--- config.mk ---
export PLATFORM = sky130hd
export DESIGN_NAME = cpdcs_host_flat
export DESIGN_NICKNAME = d
export VERILOG_FILES = /design/src/cpdcs_dummy_guard.sv /design/src/cpdcs_pkg.sv /design/src/cpdcs_link_if.sv /design/src/cpdcs_host.sv /design/src/flat_wrapper.sv
export SDC_FILE = /design/constraint.sdc
export NUM_CORES = 1
export LEC_CHECK = 0
export BUFFER_PORTS_ARGS = -buffer_cell sky130_fd_sc_hd__buf_2
export CAP_MARGIN = 20
export CORE_MARGIN = 2
export CORE_UTILIZATION = 30
export CTS_CLUSTER_SIZE = 8
export DETAILED_ROUTE_END_ITERATION = 8
export GPL_TIMING_DRIVEN = 0
export PLACE_DENSITY = 0.6
export SLEW_MARGIN = 20
export SYNTH_ARGS = -nofsm -noshare
export SYNTH_HDL_FRONTEND = slang
export SYNTH_SLANG_ARGS = --single-unit
--- constraint.sdc ---
create_clock -name clk -period 6.05 [get_ports clk]
set_clock_uncertainty 0.2 [all_clocks]
set_input_delay 0.9075 -clock clk [delete_from_list [all_inputs] [get_ports clk]]
set_output_delay 0.9075 -clock clk [all_outputs]
set_load 0.03 [all_outputs]
--- src/cpdcs_dummy_guard.sv ---
// holds no logic

--- src/cpdcs_pkg.sv ---
// constants, types and register map of the codec power-down sequencer
package cpdcs_pkg;
  // device map, one byte per address
  localparam logic [15:0] A_BUS_CTRL  = 16'h0044;
  localparam logic [15:0] A_SYS_CTRL  = 16'h0045;
  localparam logic [15:0] A_PDC1      = 16'h1101;
  localparam logic [15:0] A_PDC2      = 16'h1102;
  localparam logic [15:0] A_OSC_CTRL  = 16'h1107;
  localparam logic [15:0] A_OSC_STAT  = 16'h1109;
  localparam logic [15:0] A_EVT_STAT  = 16'h1308;
  localparam logic [15:0] A_PAGE_EN   = 16'h1801;
  localparam logic [15:0] A_CLAMP     = 16'h1f01;
  localparam logic [7:0]  PROT_PAGE   = 8'h30;
  // values the sequence writes or waits for
  localparam logic [7:0]  V_CLAMP_OFF = 8'h01;
  localparam logic [7:0]  V_PDC2_OFF  = 8'h8c;
  localparam logic [7:0]  V_PDC1_OFF  = 8'hff;
  localparam logic [7:0]  V_PD_DONE   = 8'h01;
  localparam logic [7:0]  V_PDC2_DIS  = 8'h9c;
  localparam logic [7:0]  V_OSC_RCO   = 8'h00;
  localparam logic [7:0]  V_OSC_DONE  = 8'h05;
  localparam logic [7:0]  V_PREPARE   = 8'h01;
  localparam logic [7:0]  V_STOP_NOW  = 8'h02;
  localparam logic [7:0]  V_PAGE_EN   = 8'h01;
  localparam logic [7:0]  M_NOT_FIN   = 8'h01;
  localparam logic [7:0]  M_PROT_OFF  = 8'h7f;
  // field positions
  localparam int PDC1_ALL_BIT  = 0;
  localparam int PDC2_PROT_BIT = 7;
  localparam int PDC2_DIS_BIT  = 4;
  localparam int PDC2_OVR_BIT  = 3;
  localparam int PDC2_PORT_BIT = 2;
  localparam int PDC2_PLAY_BIT = 1;
  localparam int PDC2_CAP_BIT  = 0;
  localparam int OSC_PRES_BIT  = 0;
  localparam int SYS_PREP_BIT  = 0;
  localparam int CTRL_STOP_BIT = 1;
  localparam int PAGE_EN_BIT   = 0;
  localparam logic [1:0] SEL_SCLK = 2'h0;
  localparam logic [1:0] SEL_RCO  = 2'h1;
  localparam logic [1:0] SEL_PLL  = 2'h2;
  // reset values
  localparam logic [7:0] PDC1_RST = 8'h00;
  localparam logic [7:0] PDC2_RST = 8'h83;
  localparam logic [7:0] OSC_RST  = 8'h01;
  // timing
  localparam int CLK_MHZ        = 250;
  localparam int PLL_SETTLE_MS  = 1;
  localparam int PLL_SETTLE_CYC = PLL_SETTLE_MS * 1000 * CLK_MHZ;
  localparam int PD_SETTLE_NS   = 80;
  localparam int PD_SETTLE_CYC  = (PD_SETTLE_NS * CLK_MHZ + 999) / 1000;
  localparam int OSC_SW_NS      = 40;
  localparam int OSC_SW_CYC     = (OSC_SW_NS * CLK_MHZ + 999) / 1000;
  localparam int BUS_PERIOD_NS  = 160;
  localparam int BUS_HALF_CYC   = BUS_PERIOD_NS * CLK_MHZ / 2000;
  localparam int FRAME_CLKS     = 8;
  // controller registers, byte addresses on the AXI4-Lite side
  localparam logic [7:0] H_CMD   = 8'h00;
  localparam logic [7:0] H_STAT  = 8'h04;
  localparam logic [7:0] H_IRQ   = 8'h08;
  localparam logic [7:0] H_MASK  = 8'h0c;
  localparam logic [7:0] H_PADDR = 8'h10;
  localparam logic [7:0] H_PDATA = 8'h14;
  localparam int CMD_SEQ_BIT   = 0;
  localparam int CMD_PREAD_BIT = 1;
  localparam int IRQ_SEQ_BIT   = 0;
  localparam int IRQ_PREAD_BIT = 1;
  localparam int IRQ_STOP_BIT  = 2;
  localparam logic [1:0] RESP_OKAY   = 2'h0;
  localparam logic [1:0] RESP_DECERR = 2'h3;

  typedef enum logic [3:0] {
    S_IDLE   = 4'b0000,
    S_CLAMP  = 4'b0001,
    S_PORT   = 4'b0010,
    S_CODEC  = 4'b0011,
    S_PDPOLL = 4'b0100,
    S_DISCH  = 4'b0101,
    S_OSC    = 4'b0110,
    S_OSCPOL = 4'b0111,
    S_PREP   = 4'b1000,
    S_NFPOLL = 4'b1001,
    S_STOP   = 4'b1010,
    S_WAIT   = 4'b1011,
    S_PCLR   = 4'b1100,
    S_PEN    = 4'b1101,
    S_PRD    = 4'b1110
  } cpdcs_hst_t;
endpackage

--- src/cpdcs_link_if.sv ---
// link between sequencing controller and codec register port
`timescale 1ns/10ps
interface cpdcs_link_if;
  logic        busClk;
  logic        frameSync;
  logic        req;
  logic        wr;
  logic [15:0] addr;
  logic [7:0]  wdata;
  logic        ack;
  logic [7:0]  rdata;
  modport mgr (
    output busClk, frameSync, req, wr, addr, wdata,
    input  ack, rdata
  );
  modport dev (
    input  busClk, frameSync, req, wr, addr, wdata,
    output ack, rdata
  );
endinterface

--- src/cpdcs_host.sv ---
// controller end: AXI4-Lite registers, step sequencer, bus clock
//
// Added by the designer: the AXI4-Lite register port.
`timescale 1ns/10ps
module cpdcs_host
  import cpdcs_pkg::*;
(
  input  wire logic        clk,
  input  wire logic        rst_n,
  input  wire logic        awvalid,
  output logic             awready,
  input  wire logic [7:0]  awaddr,
  input  wire logic        wvalid,
  output logic             wready,
  input  wire logic [31:0] wdata,
  input  wire logic [3:0]  wstrb,
  output logic             bvalid,
  input  wire logic        bready,
  output logic [1:0]       bresp,
  input  wire logic        arvalid,
  output logic             arready,
  input  wire logic [7:0]  araddr,
  output logic             rvalid,
  input  wire logic        rready,
  output logic [31:0]      rdata,
  output logic [1:0]       rresp,
  output logic             irq,
  cpdcs_link_if.mgr        lk
);
  if (BUS_HALF_CYC < 1 || BUS_HALF_CYC > 255) $error("bad bus divider");
  if (FRAME_CLKS < 2 || FRAME_CLKS > 15) $error("bad frame length");

  typedef struct packed {
    logic        rd;
    logic [15:0] addr;
    logic [7:0]  data;
    logic [7:0]  mask;
  } cpdcs_step_t;

  typedef struct packed {
    cpdcs_hst_t  st;
    logic        req;
    logic        wr;
    logic [15:0] addr;
    logic [7:0]  wdat;
    logic        busClk;
    logic        frameSync;
    logic        halted;
    logic        armed;
    logic        lastFrame;
    logic [7:0]  divCnt;
    logic [3:0]  bitCnt;
    logic [7:0]  shadow;
    logic [7:0]  pAddr;
    logic [7:0]  pData;
    logic [2:0]  irqSt;
    logic [2:0]  irqMask;
    logic        irqOut;
    logic        awready;
    logic        wready;
    logic        awGot;
    logic        wGot;
    logic [7:0]  awAddr;
    logic [7:0]  wByte;
    logic        wLane;
    logic        bvalid;
    logic [1:0]  bresp;
    logic        arready;
    logic        rvalid;
    logic [1:0]  rresp;
    logic [31:0] rdata;
  } cpdcs_host_t;
  cpdcs_host_t s;
  cpdcs_host_t next_s;
  cpdcs_step_t stp;
  logic [2:0]  irqSet;
  logic [3:0]  nextBit;

  // one step of the fixed order per state
  function automatic cpdcs_step_t stepOf(input cpdcs_hst_t h,
                                         input logic [7:0] pa,
                                         input logic [7:0] sh);
    case (h)
      S_CLAMP:  stepOf = '{1'b0, A_CLAMP, V_CLAMP_OFF, 8'hff};
      S_PORT:   stepOf = '{1'b0, A_PDC2, V_PDC2_OFF, 8'hff};
      S_CODEC:  stepOf = '{1'b0, A_PDC1, V_PDC1_OFF, 8'hff};
      S_PDPOLL: stepOf = '{1'b1, A_EVT_STAT, V_PD_DONE, 8'hff};
      S_DISCH:  stepOf = '{1'b0, A_PDC2, V_PDC2_DIS, 8'hff};
      S_OSC:    stepOf = '{1'b0, A_OSC_CTRL, V_OSC_RCO, 8'hff};
      S_OSCPOL: stepOf = '{1'b1, A_OSC_STAT, V_OSC_DONE, 8'hff};
      S_PREP:   stepOf = '{1'b0, A_SYS_CTRL, V_PREPARE, 8'hff};
      S_NFPOLL: stepOf = '{1'b1, A_BUS_CTRL, 8'h00, M_NOT_FIN};
      S_STOP:   stepOf = '{1'b0, A_BUS_CTRL, V_STOP_NOW, 8'hff};
      S_PCLR:   stepOf = '{1'b0, A_PDC2, sh & M_PROT_OFF, 8'hff};
      S_PEN:    stepOf = '{1'b0, A_PAGE_EN, V_PAGE_EN, 8'hff};
      S_PRD:    stepOf = '{1'b1, {PROT_PAGE, pa}, 8'h00, 8'h00};
      default:  stepOf = '{1'b0, 16'h0000, 8'h00, 8'h00};
    endcase
  endfunction

  function automatic logic mapped(input logic [7:0] a);
    mapped = (a == H_CMD) || (a == H_STAT) || (a == H_IRQ) ||
             (a == H_MASK) || (a == H_PADDR) || (a == H_PDATA);
  endfunction

  assign nextBit = (s.bitCnt == 4'(FRAME_CLKS - 1)) ? 4'h0 :
                   s.bitCnt + 4'h1;

  always_comb begin
    next_s = s;
    irqSet = 3'h0;
    stp = stepOf(s.st, s.pAddr, s.shadow);

    // link steps: a poll repeats until the value matches
    if (s.st != S_IDLE && s.st != S_WAIT) begin
      if (!s.req && !lk.ack) begin
        next_s.req = 1'b1;
        next_s.wr = !stp.rd;
        next_s.addr = stp.addr;
        next_s.wdat = stp.data;
      end else if (s.req && lk.ack) begin
        next_s.req = 1'b0;
        if (s.wr || ((lk.rdata & stp.mask) == stp.data)) begin
          if (s.wr && s.addr == A_PDC2) begin
            next_s.shadow = s.wdat;
          end
          if (s.st == S_PRD) begin
            next_s.pData = lk.rdata;
            irqSet[IRQ_PREAD_BIT] = 1'b1;
            next_s.st = S_IDLE;
          end else if (s.st == S_STOP) begin
            next_s.armed = 1'b1;
            next_s.st = S_WAIT;
          end else begin
            next_s.st = cpdcs_hst_t'(s.st + 4'h1);
          end
        end
      end
    end
    if (s.st == S_WAIT && s.halted) begin
      irqSet[IRQ_SEQ_BIT] = 1'b1;
      irqSet[IRQ_STOP_BIT] = 1'b1;
      next_s.st = S_IDLE;
    end

    // bus clock divider; one whole frame runs after stop-now
    if (!s.halted) begin
      if (s.divCnt == 8'(BUS_HALF_CYC - 1)) begin
        next_s.divCnt = 8'h00;
        if (s.busClk) begin
          next_s.busClk = 1'b0;
        end else if (nextBit == 4'h0 && s.lastFrame) begin
          next_s.halted = 1'b1;
          next_s.lastFrame = 1'b0;
          next_s.frameSync = 1'b0;
        end else begin
          next_s.busClk = 1'b1;
          next_s.bitCnt = nextBit;
          next_s.frameSync = (nextBit == 4'h0);
          // a stop acked on a frame start makes that frame the last
          if (nextBit == 4'h0 && next_s.armed) begin
            next_s.lastFrame = 1'b1;
            next_s.armed = 1'b0;
          end
        end
      end else begin
        next_s.divCnt = s.divCnt + 8'h01;
      end
    end

    // AXI4-Lite write: address and data in either order
    if (s.bvalid && bready) begin
      next_s.bvalid = 1'b0;
    end
    if (awvalid && s.awready) begin
      next_s.awGot = 1'b1;
      next_s.awAddr = awaddr;
    end
    if (wvalid && s.wready) begin
      next_s.wGot = 1'b1;
      next_s.wByte = wdata[7:0];
      next_s.wLane = wstrb[0];
    end
    if (s.awGot && s.wGot && !s.bvalid) begin
      next_s.awGot = 1'b0;
      next_s.wGot = 1'b0;
      next_s.bvalid = 1'b1;
      next_s.bresp = mapped(s.awAddr) ? RESP_OKAY : RESP_DECERR;
      if (s.wLane) begin
        case (s.awAddr)
          H_CMD: begin
            // commands while busy are dropped
            if (s.st == S_IDLE && s.wByte[CMD_SEQ_BIT]) begin
              next_s.st = S_CLAMP;
              next_s.lastFrame = 1'b0;
              next_s.armed = 1'b0;
              // a running clock keeps its phase, so no phase is cut short
              if (s.halted) begin
                next_s.halted = 1'b0;
                next_s.divCnt = 8'h00;
                next_s.bitCnt = 4'(FRAME_CLKS - 1);
              end
            end else if (s.st == S_IDLE && s.wByte[CMD_PREAD_BIT]) begin
              next_s.st = S_PCLR;
            end
          end
          H_IRQ:   next_s.irqSt = s.irqSt & ~s.wByte[2:0];
          H_MASK:  next_s.irqMask = s.wByte[2:0];
          H_PADDR: next_s.pAddr = s.wByte;
          default: ;
        endcase
      end
    end
    next_s.awready = !next_s.awGot;
    next_s.wready = !next_s.wGot;

    // AXI4-Lite read
    if (s.rvalid && rready) begin
      next_s.rvalid = 1'b0;
    end
    if (arvalid && s.arready) begin
      next_s.rvalid = 1'b1;
      next_s.rresp = mapped(araddr) ? RESP_OKAY : RESP_DECERR;
      case (araddr)
        H_STAT:  next_s.rdata = {27'h0, s.st != S_IDLE, s.st};
        H_IRQ:   next_s.rdata = {29'h0, s.irqSt};
        H_MASK:  next_s.rdata = {29'h0, s.irqMask};
        H_PADDR: next_s.rdata = {24'h0, s.pAddr};
        H_PDATA: next_s.rdata = {24'h0, s.pData};
        default: next_s.rdata = 32'h0;
      endcase
    end
    next_s.arready = !next_s.rvalid;

    // a new event beats a clear in the same cycle
    next_s.irqSt = next_s.irqSt | irqSet;
    next_s.irqOut = |(next_s.irqSt & next_s.irqMask);
  end

  always_ff @(posedge clk) begin
    if (!rst_n) begin
      s <= '0;
      s.st <= S_IDLE;
      s.shadow <= PDC2_RST;
      s.bitCnt <= 4'(FRAME_CLKS - 1);
    end else begin
      s <= next_s;
    end
  end

  assign lk.busClk    = s.busClk;
  assign lk.frameSync = s.frameSync;
  assign lk.req       = s.req;
  assign lk.wr        = s.wr;
  assign lk.addr      = s.addr;
  assign lk.wdata     = s.wdat;
  assign awready      = s.awready;
  assign wready       = s.wready;
  assign bvalid       = s.bvalid;
  assign bresp        = s.bresp;
  assign arready      = s.arready;
  assign rvalid       = s.rvalid;
  assign rdata        = s.rdata;
  assign rresp        = s.rresp;
  assign irq          = s.irqOut;
endmodule

--- src/flat_wrapper.sv ---
// flat-port wrapper written by rule: the top's interface ports become plain ports
module cpdcs_host_flat import cpdcs_pkg::*;
  (clk, rst_n, awvalid, awready, awaddr, wvalid, wready, wdata, wstrb, bvalid, bready, bresp, arvalid, arready, araddr, rvalid, rready, rdata, rresp, irq, lk_busClk, lk_frameSync, lk_req, lk_wr, lk_addr, lk_wdata, lk_ack, lk_rdata);
  cpdcs_link_if lk_i ();
  input  wire logic clk;
  input  wire logic rst_n;
  input  wire logic awvalid;
  output logic awready;
  input  wire logic [7:0] awaddr;
  input  wire logic wvalid;
  output logic wready;
  input  wire logic [31:0] wdata;
  input  wire logic [3:0] wstrb;
  output logic bvalid;
  input  wire logic bready;
  output logic [1:0] bresp;
  input  wire logic arvalid;
  output logic arready;
  input  wire logic [7:0] araddr;
  output logic rvalid;
  input  wire logic rready;
  output logic [31:0] rdata;
  output logic [1:0] rresp;
  output logic irq;
  output wire logic [$bits(lk_i.busClk)-1:0] lk_busClk;
  output wire logic [$bits(lk_i.frameSync)-1:0] lk_frameSync;
  output wire logic [$bits(lk_i.req)-1:0] lk_req;
  output wire logic [$bits(lk_i.wr)-1:0] lk_wr;
  output wire logic [$bits(lk_i.addr)-1:0] lk_addr;
  output wire logic [$bits(lk_i.wdata)-1:0] lk_wdata;
  input wire logic [$bits(lk_i.ack)-1:0] lk_ack;
  input wire logic [$bits(lk_i.rdata)-1:0] lk_rdata;
  assign lk_busClk = lk_i.busClk;
  assign lk_frameSync = lk_i.frameSync;
  assign lk_req = lk_i.req;
  assign lk_wr = lk_i.wr;
  assign lk_addr = lk_i.addr;
  assign lk_wdata = lk_i.wdata;
  assign lk_i.ack = lk_ack;
  assign lk_i.rdata = lk_rdata;
  cpdcs_host u_core (.clk(clk), .rst_n(rst_n), .awvalid(awvalid), .awready(awready), .awaddr(awaddr), .wvalid(wvalid), .wready(wready), .wdata(wdata), .wstrb(wstrb), .bvalid(bvalid), .bready(bready), .bresp(bresp), .arvalid(arvalid), .arready(arready), .araddr(araddr), .rvalid(rvalid), .rready(rready), .rdata(rdata), .rresp(rresp), .irq(irq), .lk(lk_i));
endmodule
==> results.md, run 1 <==
* Status: completed
* DRC at 0
* Initial core utilization at between 30% and 40%
* RSZ-0062 raised after global routing: no
* Worst hold path class: register to register
* Final setup fails at 0
* Worst Setup End Kind: register
* Area growth, synth to finish at 19.1%
* Post-CTS setup buffers at 0
* Worst Path Max Fanout at 10
* Clk pwr share at between 30% and 40%
* Final Worst Setup Slack at 2.22 ns
* Slowest stage delay, CP at 0.56 ns
* Core Region at 0.0186 mm2
* Largest net degree at the start of global routing at 18
* DR vias at 5253
* GRT overflow at 0
* Yosys reg bits at 109
* Setup_tns at 0 ns
* FMAX at 0.261 GHz
* Hold_buf cts at 0
* Reg2Reg Capture Point: u_core.s[103]$_SDFF_PN0_
* PD cells at around 210 mW/mm2
* Number of flops mapped to enable cells by yosys at 0
* Sw Share at 25.4%
* Slew Limit Fails at 0
* Antenna diode count at 0
* Final WL at 15.8 mm
* Final std cells w/o fill at 1060
* Internal power at 1.06 mW
* Crit path launch type: register
* Prevailing post-synth register cell: dfxtp_1
* H-tree depth at 3
* Hold Vio Cnt, Final at 0
* Period utilisation layout at 63.3%
* Initial drt markers at between 500 and 600
* Max Buffers Root-to-Sink at 2
* CP cell instances: inv_1 > ha_1 > buf_6 > and4_4 > or3_1 > a221o_1 > or4_4 > a211oi_1 > buf_2 > a21oi_1 > o31ai_1
* WP data arrival at around 3.9 ns
* Synth top area share at 38.6%
* Synth top area cells: dfxtp_1 39%, buf_4 8.1%, a21oi_1 6.6%
* Setup slack, reg-to-reg at 2.22 ns
* Comb pwr share at 8.6%
* Crit path kind: register to register
* Post-synth cell types at 67
* Mean post-synth cell area at 8.05 um2
* Commonest cells post-synth: 109 x dfxtp_1, 78 x nand2_1, 77 x nor2_1, 74 x a21oi_1, 61 x buf_4
* Period minus WS final at 3.83 ns
* Syn Inst Count at 702
* Worst R2R Start: u_core.s[134]$_SDFF_PN0_
* WL per Instance at 14.9 um
* PortBufs at 83
* Sw Pwr at roughly 360 uW
* FF-to-FF path depth at 11
* Die height at 141 um
* CP max stage cell: or4_4
* Crit path required time at 6.12 ns
* Chip width at 141 um
* Max-slew headroom at 42.8%
* Fin nets at 898
* Final HPWL DP at 11.8 mm
* Dpl cells at 1044
* WHS Endpoint: u_core.s[46]$_SDFFE_PN0P_
* Fraction of layout cells with a size suffix above 1 at 21.2%
* Antenna-violating nets left at 0
* Clock Latency Late Sink at between 0.3 and 0.4 ns
* Asr flop ratio synth at 0%
* TritonCTS clock tree: done
* Worst Min Path Start: u_core.s[46]$_SDFFE_PN0P_
* Clk root buf: clkbuf_16
* Die ar. at 0.0199 mm2
* I/O pin count at approximately 140
* Peak supply drop at roughly 0.13 mV
* Reg clk slew, reported paths at 0.07 ns
* All-layer global routing usage at 15.8%
* Pre-CTS WS at 2.28 ns
* Warning count from the yosys run at 0
* Cell family with the largest share of critical-path delay: compound AO/OA/AOI/OAI gates
* Routability cong. at 0.876
* Hold depth at 2
* Post_cts resized at 0
* Most common cell in the netlist: dfxtp_1
* 1st-pass router iterations at 5
* CP bufs+invs at 3
* CTS buffer count at 9
* Max-Cap Viols at 0
* Filler cell count at 2049
* Sequential fraction of the synthesis area at between 30% and 40%
* Vias in the first global route at 4726
* Static Leakage at 2.78 nW
* # rows at 50
* Worst slew pin tran at 0.854 ns
* Number of vias per cell at 4.96
* Yosys top cell by area: dfxtp_1
* Clock Sinks at about 110
* Antenna violations before repair at 0
* Synthesized cell area at 0.00565 mm2
* First-pass GRT wire length at 24.9 mm
* Seq pwr share at 51.6%
[metrics by stage]
| stage | instance area, um2 | power [mW] | util (%) | hold WS (ns) |
|---|---|---|---|---|
| detailed placement | 6450 | 0.875 | 34.7 | 0.248 |
| global route | 6730 | 1.47 | 36.2 | 0.278 |
| finish | 6730 | 1.43 | 36.2 | 0.258 |
| floorplan | 5740 | 0.835 | - | 0.236 |
| CTS | 6730 | 1.44 | 36.2 | 0.258 |
| global placement | 6450 | 0.874 | 34.7 | 0.242 |
[cell type report]
cell class | count | area, um2 | area share (%)
flip-flops and latches | 109 | 2180 | 32.4
clock inverters | 4 | 32.5 | 0.483
clock buffers | 12 | 246 | 3.66
repair buffers | 83 | 415 | 6.17
well taps | 234 | 293 | 4.35
plain buffers | 101 | 628 | 9.33
multi-input cells | 504 | 2890 | 42.9
inverters | 13 | 48.8 | 0.725
[power groups by stage]
stage                     logic [mW]  clock network [mW]  registers, mW
after global placement         0.122                   0          0.752
after detailed placement       0.122                   0          0.753
final                          0.122               0.567          0.736
after floorplan               0.0801                   0          0.755
after global routing           0.134               0.603          0.737
after CTS                      0.123               0.579          0.736
[cells in the final DEF (no fill, tap or decap), types with 7 or more instances in the layout]
cell,instances
nor2_1,77
xor2_1,7
clkbuf_1,34
o21ai_0,27
nand2_1,78
nor2b_1,9
mux2i_1,20
buf_4,61
nand3_1,43
nor3_1,11
a21oi_1,74
a211oi_1,8
buf_2,87
dfxtp_1,109
ha_1,9
conb_1,26
clkbuf_16,9
inv_1,13
[sequential cells by signal (all words and copies together), names as in the netlist, 8 cells and up]
name / count
u_core.lk.addr: 14
u_core.lk.wdata: 8
u_core.rdata: 8
u_core.s: 67
[layer usage]
layer	track usage, %	vias to the layer above	wire length [um]
met5	0	-	0
met4	4.42	0	269
met3	3.46	22	951
met2	25.1	180	7200
met1	21.5	2419	7360
li1	-	2632	-
[worst max path at each step]
stage,from,end,slack (ns),cells after the start
floorplan,u_core.s[134]$_SDFF_PN0_,u_core.s[83]$_SDFFE_PN1P_,2.70,10
CTS,u_core.s[134]$_SDFF_PN0_,u_core.s[83]$_SDFFE_PN1P_,2.21,10
global route,u_core.s[134]$_SDFF_PN0_,u_core.s[83]$_SDFFE_PN1P_,2.05,10
detailed placement,u_core.s[134]$_SDFF_PN0_,u_core.s[84]$_SDFFE_PN1P_,2.28,10
global placement,u_core.s[134]$_SDFF_PN0_,u_core.s[83]$_SDFFE_PN1P_,2.28,10
finish,u_core.s[134]$_SDFF_PN0_,u_core.s[103]$_SDFF_PN0_,2.22,11
[worst reg2reg max path, delay by kind of cell (launching register included)]
kind,cells,cell delay (ns)
fa+ha+maj,1,0.24
compound gates,4,1.16
flops,1,0.48
simple gates,3,1.05
buf+inv,3,0.63
[cells by family (layout without fill, tap and decap cells)]
| family | after synthesis | in the layout | synth area share (%) |
|---|---|---|---|
| XOR/XNOR | 11 | 11 | 1.71 |
| other | 1 | 26 | 0.0664 |
| multiplexers | 23 | 23 | 4.14 |
| adder cells (fa/ha/maj) | 9 | 9 | 1.99 |
| AND/OR/NAND/NOR | 275 | 275 | 23.6 |
| flip-flops | 109 | 109 | 38.6 |
| buffers and inverters | 114 | 213 | 12.0 |
| AO/OA/AOI/OAI | 160 | 160 | 17.9 |
(Power assumes the default switching activity.)
==> run 2: changes to the inputs <==
- clock period: 6.05 -> 3.9 ns (I/O delays scaled with it)
==> run 2 against run 1 <==
Effect of this change: clock power increased by 55%; worst hold slack about the same; first-iteration DRC count down 20%; final cell count up 0.28%; critical path depth shrank 1; critical path type unchanged; critical endpoint is now u_core.irq$_SDFF_PN0_; largest cell class unchanged.
==> results.md, run 2 (synthesis gave the netlist of run 1 again) <==
* Clock Sinks at 109 (unchanged)
* Routability cong. at 0.876 (unchanged)
* Worst slew pin tran at 0.839 ns (was 0.854 ns)
* Initial drt markers at 430 (was 540)
* Antenna-violating nets left at 0 (unchanged)
* Sw Share at 25.5% (was 25.4%)
* Initial core utilization at 30.4% (unchanged)
* All-layer global routing usage at 15.8% (unchanged)
* WL per Instance at 14.9 um (about the same)
* Peak supply drop at 0.209 mV (was 0.135 mV)
* Die ar. at 0.0199 mm2 (unchanged)
* Comb pwr share at 8.6% (about the same)
* Crit path required time at 3.99 ns (was 6.12 ns)
* I/O pin count at 138 (unchanged)
* Vias in the first global route at 4726 (unchanged)
* Core Region at 0.0186 mm2 (unchanged)
* Setup_tns at 0 ns (unchanged)
* Die height at 141 um (unchanged)
* H-tree depth at 3 (unchanged)
* DR vias at 5276 (was 5253)
* Worst Path Max Fanout at 10 (unchanged)
* Max Buffers Root-to-Sink at 2 (unchanged)
* Final std cells w/o fill at 1063 (was 1060)
* Most frequent cells in the layout: 109 x dfxtp_1, 87 x buf_2, 78 x nand2_1 (unchanged)
* DRC at 0 (unchanged)
* Crit path kind: register to register (unchanged)
* TritonCTS clock tree: done (unchanged)
* Reg2Reg Capture Point: u_core.irq$_SDFF_PN0_ (was u_core.s[103]$_SDFF_PN0_)
* Max-slew headroom at 43.8% (was 42.8%)
* PD cells at 327 mW/mm2 (was 212 mW/mm2)
* Seq pwr share at 51.6% (about the same)
* Chip width at 141 um (unchanged)
* FMAX at 0.269 GHz (was 0.261 GHz)
* Clk root buf: clkbuf_16 (unchanged)
* PortBufs at 83 (unchanged)
* Slew Limit Fails at 0 (unchanged)
* Worst Min Path Start: u_core.s[46]$_SDFFE_PN0P_ (unchanged)
* GRT overflow at 0 (unchanged)
* Setup slack, reg-to-reg at 0.18 ns (was 2.22 ns)
* Antenna diode count at 0 (unchanged)
* Worst hold path class: register to register (unchanged)
* Largest net degree at the start of global routing at 18 (unchanged)
* Crit path launch type: register (unchanged)
* Static Leakage at 2.80 nW (was 2.78 nW)
* Top reg by flops: u_core.s (unchanged)
* 1st-pass router iterations at 6 (was 5)
* RSZ-0062 raised after global routing: no (unchanged)
* Internal power at 1.65 mW (was 1.06 mW)
* CTS buffer count at 9 (unchanged)
* Area growth, synth to finish at 19.6% (was 19.1%)
* Status: completed (unchanged)
* Max-Cap Viols at 0 (unchanged)
* Worst Setup End Kind: register (unchanged)
* Largest register FFs at 67 (unchanged)
* Hold depth at 2 (unchanged)
* Fin nets at 901 (was 898)
* FF-to-FF path depth at 10 (was 11)
* WHS Endpoint: u_core.s[46]$_SDFFE_PN0P_ (unchanged)
* Antenna violations before repair at 0 (unchanged)
* Final setup fails at 0 (unchanged)
* Final HPWL DP at 11.8 mm (unchanged)
* Fraction of layout cells with a size suffix above 1 at 21.6% (was 21.2%)
* Most common library cell in the layout ignoring fill and taps: dfxtp_1 (unchanged)
* Clk pwr share at 39.8% (about the same)
* WP data arrival at 3.81 ns (was 3.90 ns)
* Sw Pwr at 563 uW (was 362 uW)
* Number of vias per cell at 4.96 (about the same)
* Period utilisation layout at 95.3% (was 63.3%)
* Filler cell count at 2048 (was 2049)
* First-pass GRT wire length at 24.9 mm (unchanged)
* Period minus WS final at 3.72 ns (was 3.83 ns)
* Hold Vio Cnt, Final at 0 (unchanged)
* Worst R2R Start: u_core.s[134]$_SDFF_PN0_ (unchanged)
* Reg clk slew, reported paths at 0.07 ns (about the same)
* Clock Latency Late Sink at 0.36 ns (about the same)
* Dpl cells at 1044 (unchanged)
* Final WL at 15.8 mm (about the same)
* # rows at 50 (unchanged)
run 2: cell count changes in the layout (fill, tap and decap cells not counted):
cell	before	now
a211oi_1	8	7
a211oi_2	0	1
buf_4	61	64
run 2: metrics by stage:
step	cell area, um2	util, %	power [mW]	hold WS, ns	setup slack, ns
floorplan	5740	-	1.30	0.236	0.551
global placement	6450	34.7	1.36	0.242	0.129
detailed placement	6450	34.7	1.36	0.248	0.134
CTS	6730	36.2	2.23	0.255	0.0629
global route	6760	36.4	2.29	0.260	0.0111
finish	6760	36.4	2.21	0.258	0.182
run 2: area by class of cell:
cell class	instances	area [um2]	share of cell area, %
Clock inverter	4	32.5	0.481
Clock buffer	12	246	3.65
Inverter	13	48.8	0.722
Timing Repair Buffer	86	438	6.48
Sequential cell	109	2180	32.3
Multi-Input combinational cell	504	2890	42.8
Tap cell	234	293	4.33
Buffer	101	628	9.29
run 2: repair_timing:
item / CTS / global route
setup buffers: 0 / 3
hold buffers: 0 / 0
setup endpoints to repair: 0 / 9
resized for setup: 0 / 1
run 2: worst max-delay path: stages (launching register included):
cell and delay, ns:
dfxtp_1 0.48, inv_1 0.14, ha_1 0.23, buf_6 0.14, or3b_2 0.48, o311a_1 0.18
and3_1 0.19, o31ai_1 0.46, o211ai_1 0.47, o21ai_0 0.42, a22o_1 0.25
run 2: power by group through the flow:
| stage | Combinational (mW) | Sequential (mW) | Clock (mW) |
|---|---|---|---|
| after floorplan | 0.124 | 1.17 | 0 |
| after global placement | 0.189 | 1.17 | 0 |
| after detailed placement | 0.190 | 1.17 | 0 |
| after CTS | 0.190 | 1.14 | 0.898 |
| after global routing | 0.207 | 1.14 | 0.936 |
| final | 0.190 | 1.14 | 0.881 |
run 2: per-layer routing:
| metal | wire (um) | track usage, % | part of all wire, % |
|---|---|---|---|
| met1 | 7500 | 21.5 | 47 |
| met2 | 7160 | 25.1 | 45 |
| met3 | 874 | 3.46 | 5.5 |
| met4 | 295 | 4.42 | 1.9 |
| met5 | 0 | 0 | 0 |
run 2: worst max-delay path by stage:
stage / from / to / depth (start not counted)
2_1_floorplan: u_core.s[134]$_SDFF_PN0_ / u_core.s[83]$_SDFFE_PN1P_ / 10
3_3_place_gp: u_core.s[134]$_SDFF_PN0_ / u_core.s[83]$_SDFFE_PN1P_ / 10
3_5_place_dp: u_core.s[134]$_SDFF_PN0_ / u_core.s[84]$_SDFFE_PN1P_ / 10
4_1_cts: u_core.s[134]$_SDFF_PN0_ / u_core.s[83]$_SDFFE_PN1P_ / 10
5_1_grt: u_core.s[134]$_SDFF_PN0_ / u_core.irq$_SDFF_PN0_ / 10
6_report: u_core.s[134]$_SDFF_PN0_ / u_core.irq$_SDFF_PN0_ / 10
==> run 3: changes to the inputs <==
- CAP_MARGIN: 20 -> unset
- CORE_UTILIZATION: 30 -> 48
- PLACE_DENSITY: 0.6 -> 0.83
==> run 3 against run 2 <==
Effect of this change: sequential cell count did not move; first-iteration DRC count rose by 0.93%; worst setup slack better by 0.047 ns; register-to-register slack improved by 0.05 ns; global-route usage grew 6.7 points; combinational power barely moved; die area decreased by 37%; clock-buffer cell count down 2; routed wire length decreased by 7.8%; sequential power barely moved; largest power group unchanged.
==> results.md, run 3 (synthesis gave the netlist of run 1 again) <==
* Status: completed (unchanged)
* Period utilisation layout at 94.1% (was 95.3%)
* Clk pwr share at 45.3% (was 39.8%)
* Routability cong. at 0.944 (was 0.876)
* CP max stage cell: or4_4 (was dfxtp_1)
* I/O pin count at 138 (unchanged)
* Final setup fails at 0 (unchanged)
* Multi-input gate area at 0.00289 mm2 (unchanged)
* Max Buffers Root-to-Sink at 2 (unchanged)
* Largest net degree at the start of global routing at 20 (was 18)
* Sw Pwr at 576 uW (was 563 uW)
* Worst Setup End Kind: register (unchanged)
* # rows at 39 (was 50)
* All-layer global routing usage at 22.5% (was 15.8%)
* Sw Share at 23.7% (was 25.5%)
* CP bufs+invs at 3 (was 2)
* PortBufs at 83 (unchanged)
* Worst slew pin tran at 1.09 ns (was 0.839 ns)
* DR vias at 5330 (was 5276)
* Initial core utilization at 49.3% (was 30.4%)
* CP cell instances: inv_1 > ha_1 > buf_6 > and4_4 > or3_1 > a221o_1 > or4_4 > a211oi_2 > buf_2 > a21oi_1 > o31ai_1 (was inv_1 > ha_1 > buf_6 > or3b_2 > o311a_1 > and3_1 > o31ai_1 > o211ai_1 > o21ai_0 > a22o_1)
* H-tree depth at 3 (unchanged)
* Antenna diode count at 0 (unchanged)
* Met3 usage at 4.37% (was 3.46%)
* Max-Cap Viols at 0 (unchanged)
* Antenna-violating nets left at 0 (unchanged)
* Number of vias per cell at 5.49 (was 4.96)
* Setup_tns at 0 ns (unchanged)
* Setup slack, reg-to-reg at 0.23 ns (was 0.18 ns)
* Setup crit start: u_core.s[134]$_SDFF_PN0_ (unchanged)
* Static Leakage at 2.84 nW (was 2.80 nW)
* Top reg by flops: u_core.s (unchanged)
* Crit path kind: register to register (unchanged)
* Area growth, synth to finish at 19.0% (was 19.6%)
* TritonCTS clock tree: done (unchanged)
* Antenna violations before repair at 0 (unchanged)
* RSZ-0062 raised after global routing: no (unchanged)
* Final HPWL DP at 10.5 mm (was 11.8 mm)
* PD cells at 361 mW/mm2 (was 327 mW/mm2)
* Final WL at 14.6 mm (was 15.8 mm)
* Peak supply drop at 0.252 mV (was 0.209 mV)
* Core Region at 0.0115 mm2 (was 0.0186 mm2)
* Comb pwr share at 7.7% (was 8.6%)
* GRT met1 Usage at 30.6% (was 21.5%)
* Cell family with the largest share of critical-path delay: simple AND/OR/NAND/NOR gates (was compound AO/OA/AOI/OAI gates)
* Max-slew headroom at 26.6% (was 43.8%)
* Chip width at 112 um (was 141 um)
* Hold Vio Cnt, Final at 0 (unchanged)
* Slowest stage delay, CP at 0.57 ns (was 0.48 ns)
* Clock Latency Late Sink at 0.35 ns (was 0.36 ns)
* WP data arrival at 3.72 ns (was 3.81 ns)
* Fraction of layout cells with a size suffix above 1 at 21.7% (was 21.6%)
* FMAX at 0.272 GHz (was 0.269 GHz)
* Slew Limit Fails at 0 (unchanged)
* GRT overflow at 0 (unchanged)
* Hold_buf cts at 0 (unchanged)
* Final hold slack at 0.256 ns (was 0.258 ns)
* WL per Instance at 15.0 um (was 14.9 um)
* Largest register FFs at 67 (unchanged)
* First-pass GRT wire length at 23.1 mm (was 24.9 mm)
* Grt peak-use layer: met2 (unchanged)
* Crit path required time at 3.95 ns (was 3.99 ns)
* Worst R2R Start: u_core.s[134]$_SDFF_PN0_ (unchanged)
* Most frequent cells in the layout: 109 x dfxtp_1, 87 x buf_2, 78 x nand2_1 (unchanged)
* Vias in the first global route at 4653 (was 4726)
* Clock Sinks at 109 (unchanged)
* Period minus WS final at 3.67 ns (was 3.72 ns)
* Reg clk slew, reported paths at 0.07 ns (about the same)
* Worst Min Path Start: u_core.s[46]$_SDFFE_PN0P_ (unchanged)
* Die ar. at 0.0127 mm2 (was 0.0199 mm2)
* Fin nets at 900 (was 901)
* Die height at 112 um (was 141 um)
* Worst Path Max Fanout at 10 (unchanged)
* Clk root buf: clkbuf_16 (unchanged)
* DRC at 0 (unchanged)
* Filler cell count at 1030 (was 2048)
* Crit path launch type: register (unchanged)
* CTS buffer count at 9 (unchanged)
* 1st-pass router iterations at 5 (was 6)
* FF/Latch Area at 0.00218 mm2 (unchanged)
* Initial drt markers at 434 (was 430)
* Most common library cell in the layout ignoring fill and taps: dfxtp_1 (unchanged)
* Seq pwr share at 47.0% (was 51.6%)
* Internal power at 1.85 mW (was 1.65 mW)
* Worst hold path class: register to register (unchanged)
* Global Route met2 Usage at 35.5% (was 25.1%)
-- run 3: final timing paths --
path | to | cells after the start
min reg2reg | u_core.s[46]$_SDFFE_PN0P_ | 2
max | u_core.s[103]$_SDFF_PN0_ | 11
min | u_core.s[46]$_SDFFE_PN0P_ | 2
max reg2reg | u_core.s[103]$_SDFF_PN0_ | 11
-- run 3: power by group through the flow --
stage,Sequential [mW],Clock (mW),Combinational (mW)
final,1.14,1.10,0.188
after global routing,1.14,1.16,0.203
after CTS,1.14,1.11,0.186
after detailed placement,1.17,0,0.185
after global placement,1.17,0,0.184
after floorplan,1.17,0,0.124
-- run 3: tightest hold or removal path, cell delays in order, from the launching register on --
cell and delay [ns]:
dfxtp_1 0.31, nand2_1 0.05, a21oi_1 0.05
-- run 3: timing repair --
item / in CTS / in global routing
resized for setup: 0 / 1
buffers inserted: 0 / 2
endpoints found under the setup margin: 0 / 6
-- run 3: per-layer routing --
metal | vias to the layer above | routed length, um
li1 | 2628 | -
met5 | - | 0
met2 | 264 | 6600
met1 | 2392 | 6230
met4 | 0 | 447
met3 | 46 | 1330
-- run 3: final cells by class --
type / count / area share [%]
buffer: 101 / 9.34
clock buffer: 10 / 3.55
clock inverter: 6 / 1.92
inverter: 13 / 0.725
multi-input combinational: 504 / 43.0
sequential: 109 / 32.4
tap: 143 / 2.66
timing repair buffer: 85 / 6.40
-- run 3: metrics by stage --
step / utilization (%) / worst slack (ns) / std cells / power (mW) / area [um2]
global placement: 55.3 / 0.217 / 953 / 1.35 / 6340
CTS: 58.5 / 0.114 / 969 / 2.44 / 6710
floorplan: - / 0.551 / 727 / 1.30 / 5740
finish: 58.7 / 0.229 / 971 / 2.43 / 6730
detailed placement: 55.3 / 0.131 / 953 / 1.35 / 6340
global route: 58.7 / 0.0973 / 971 / 2.50 / 6730
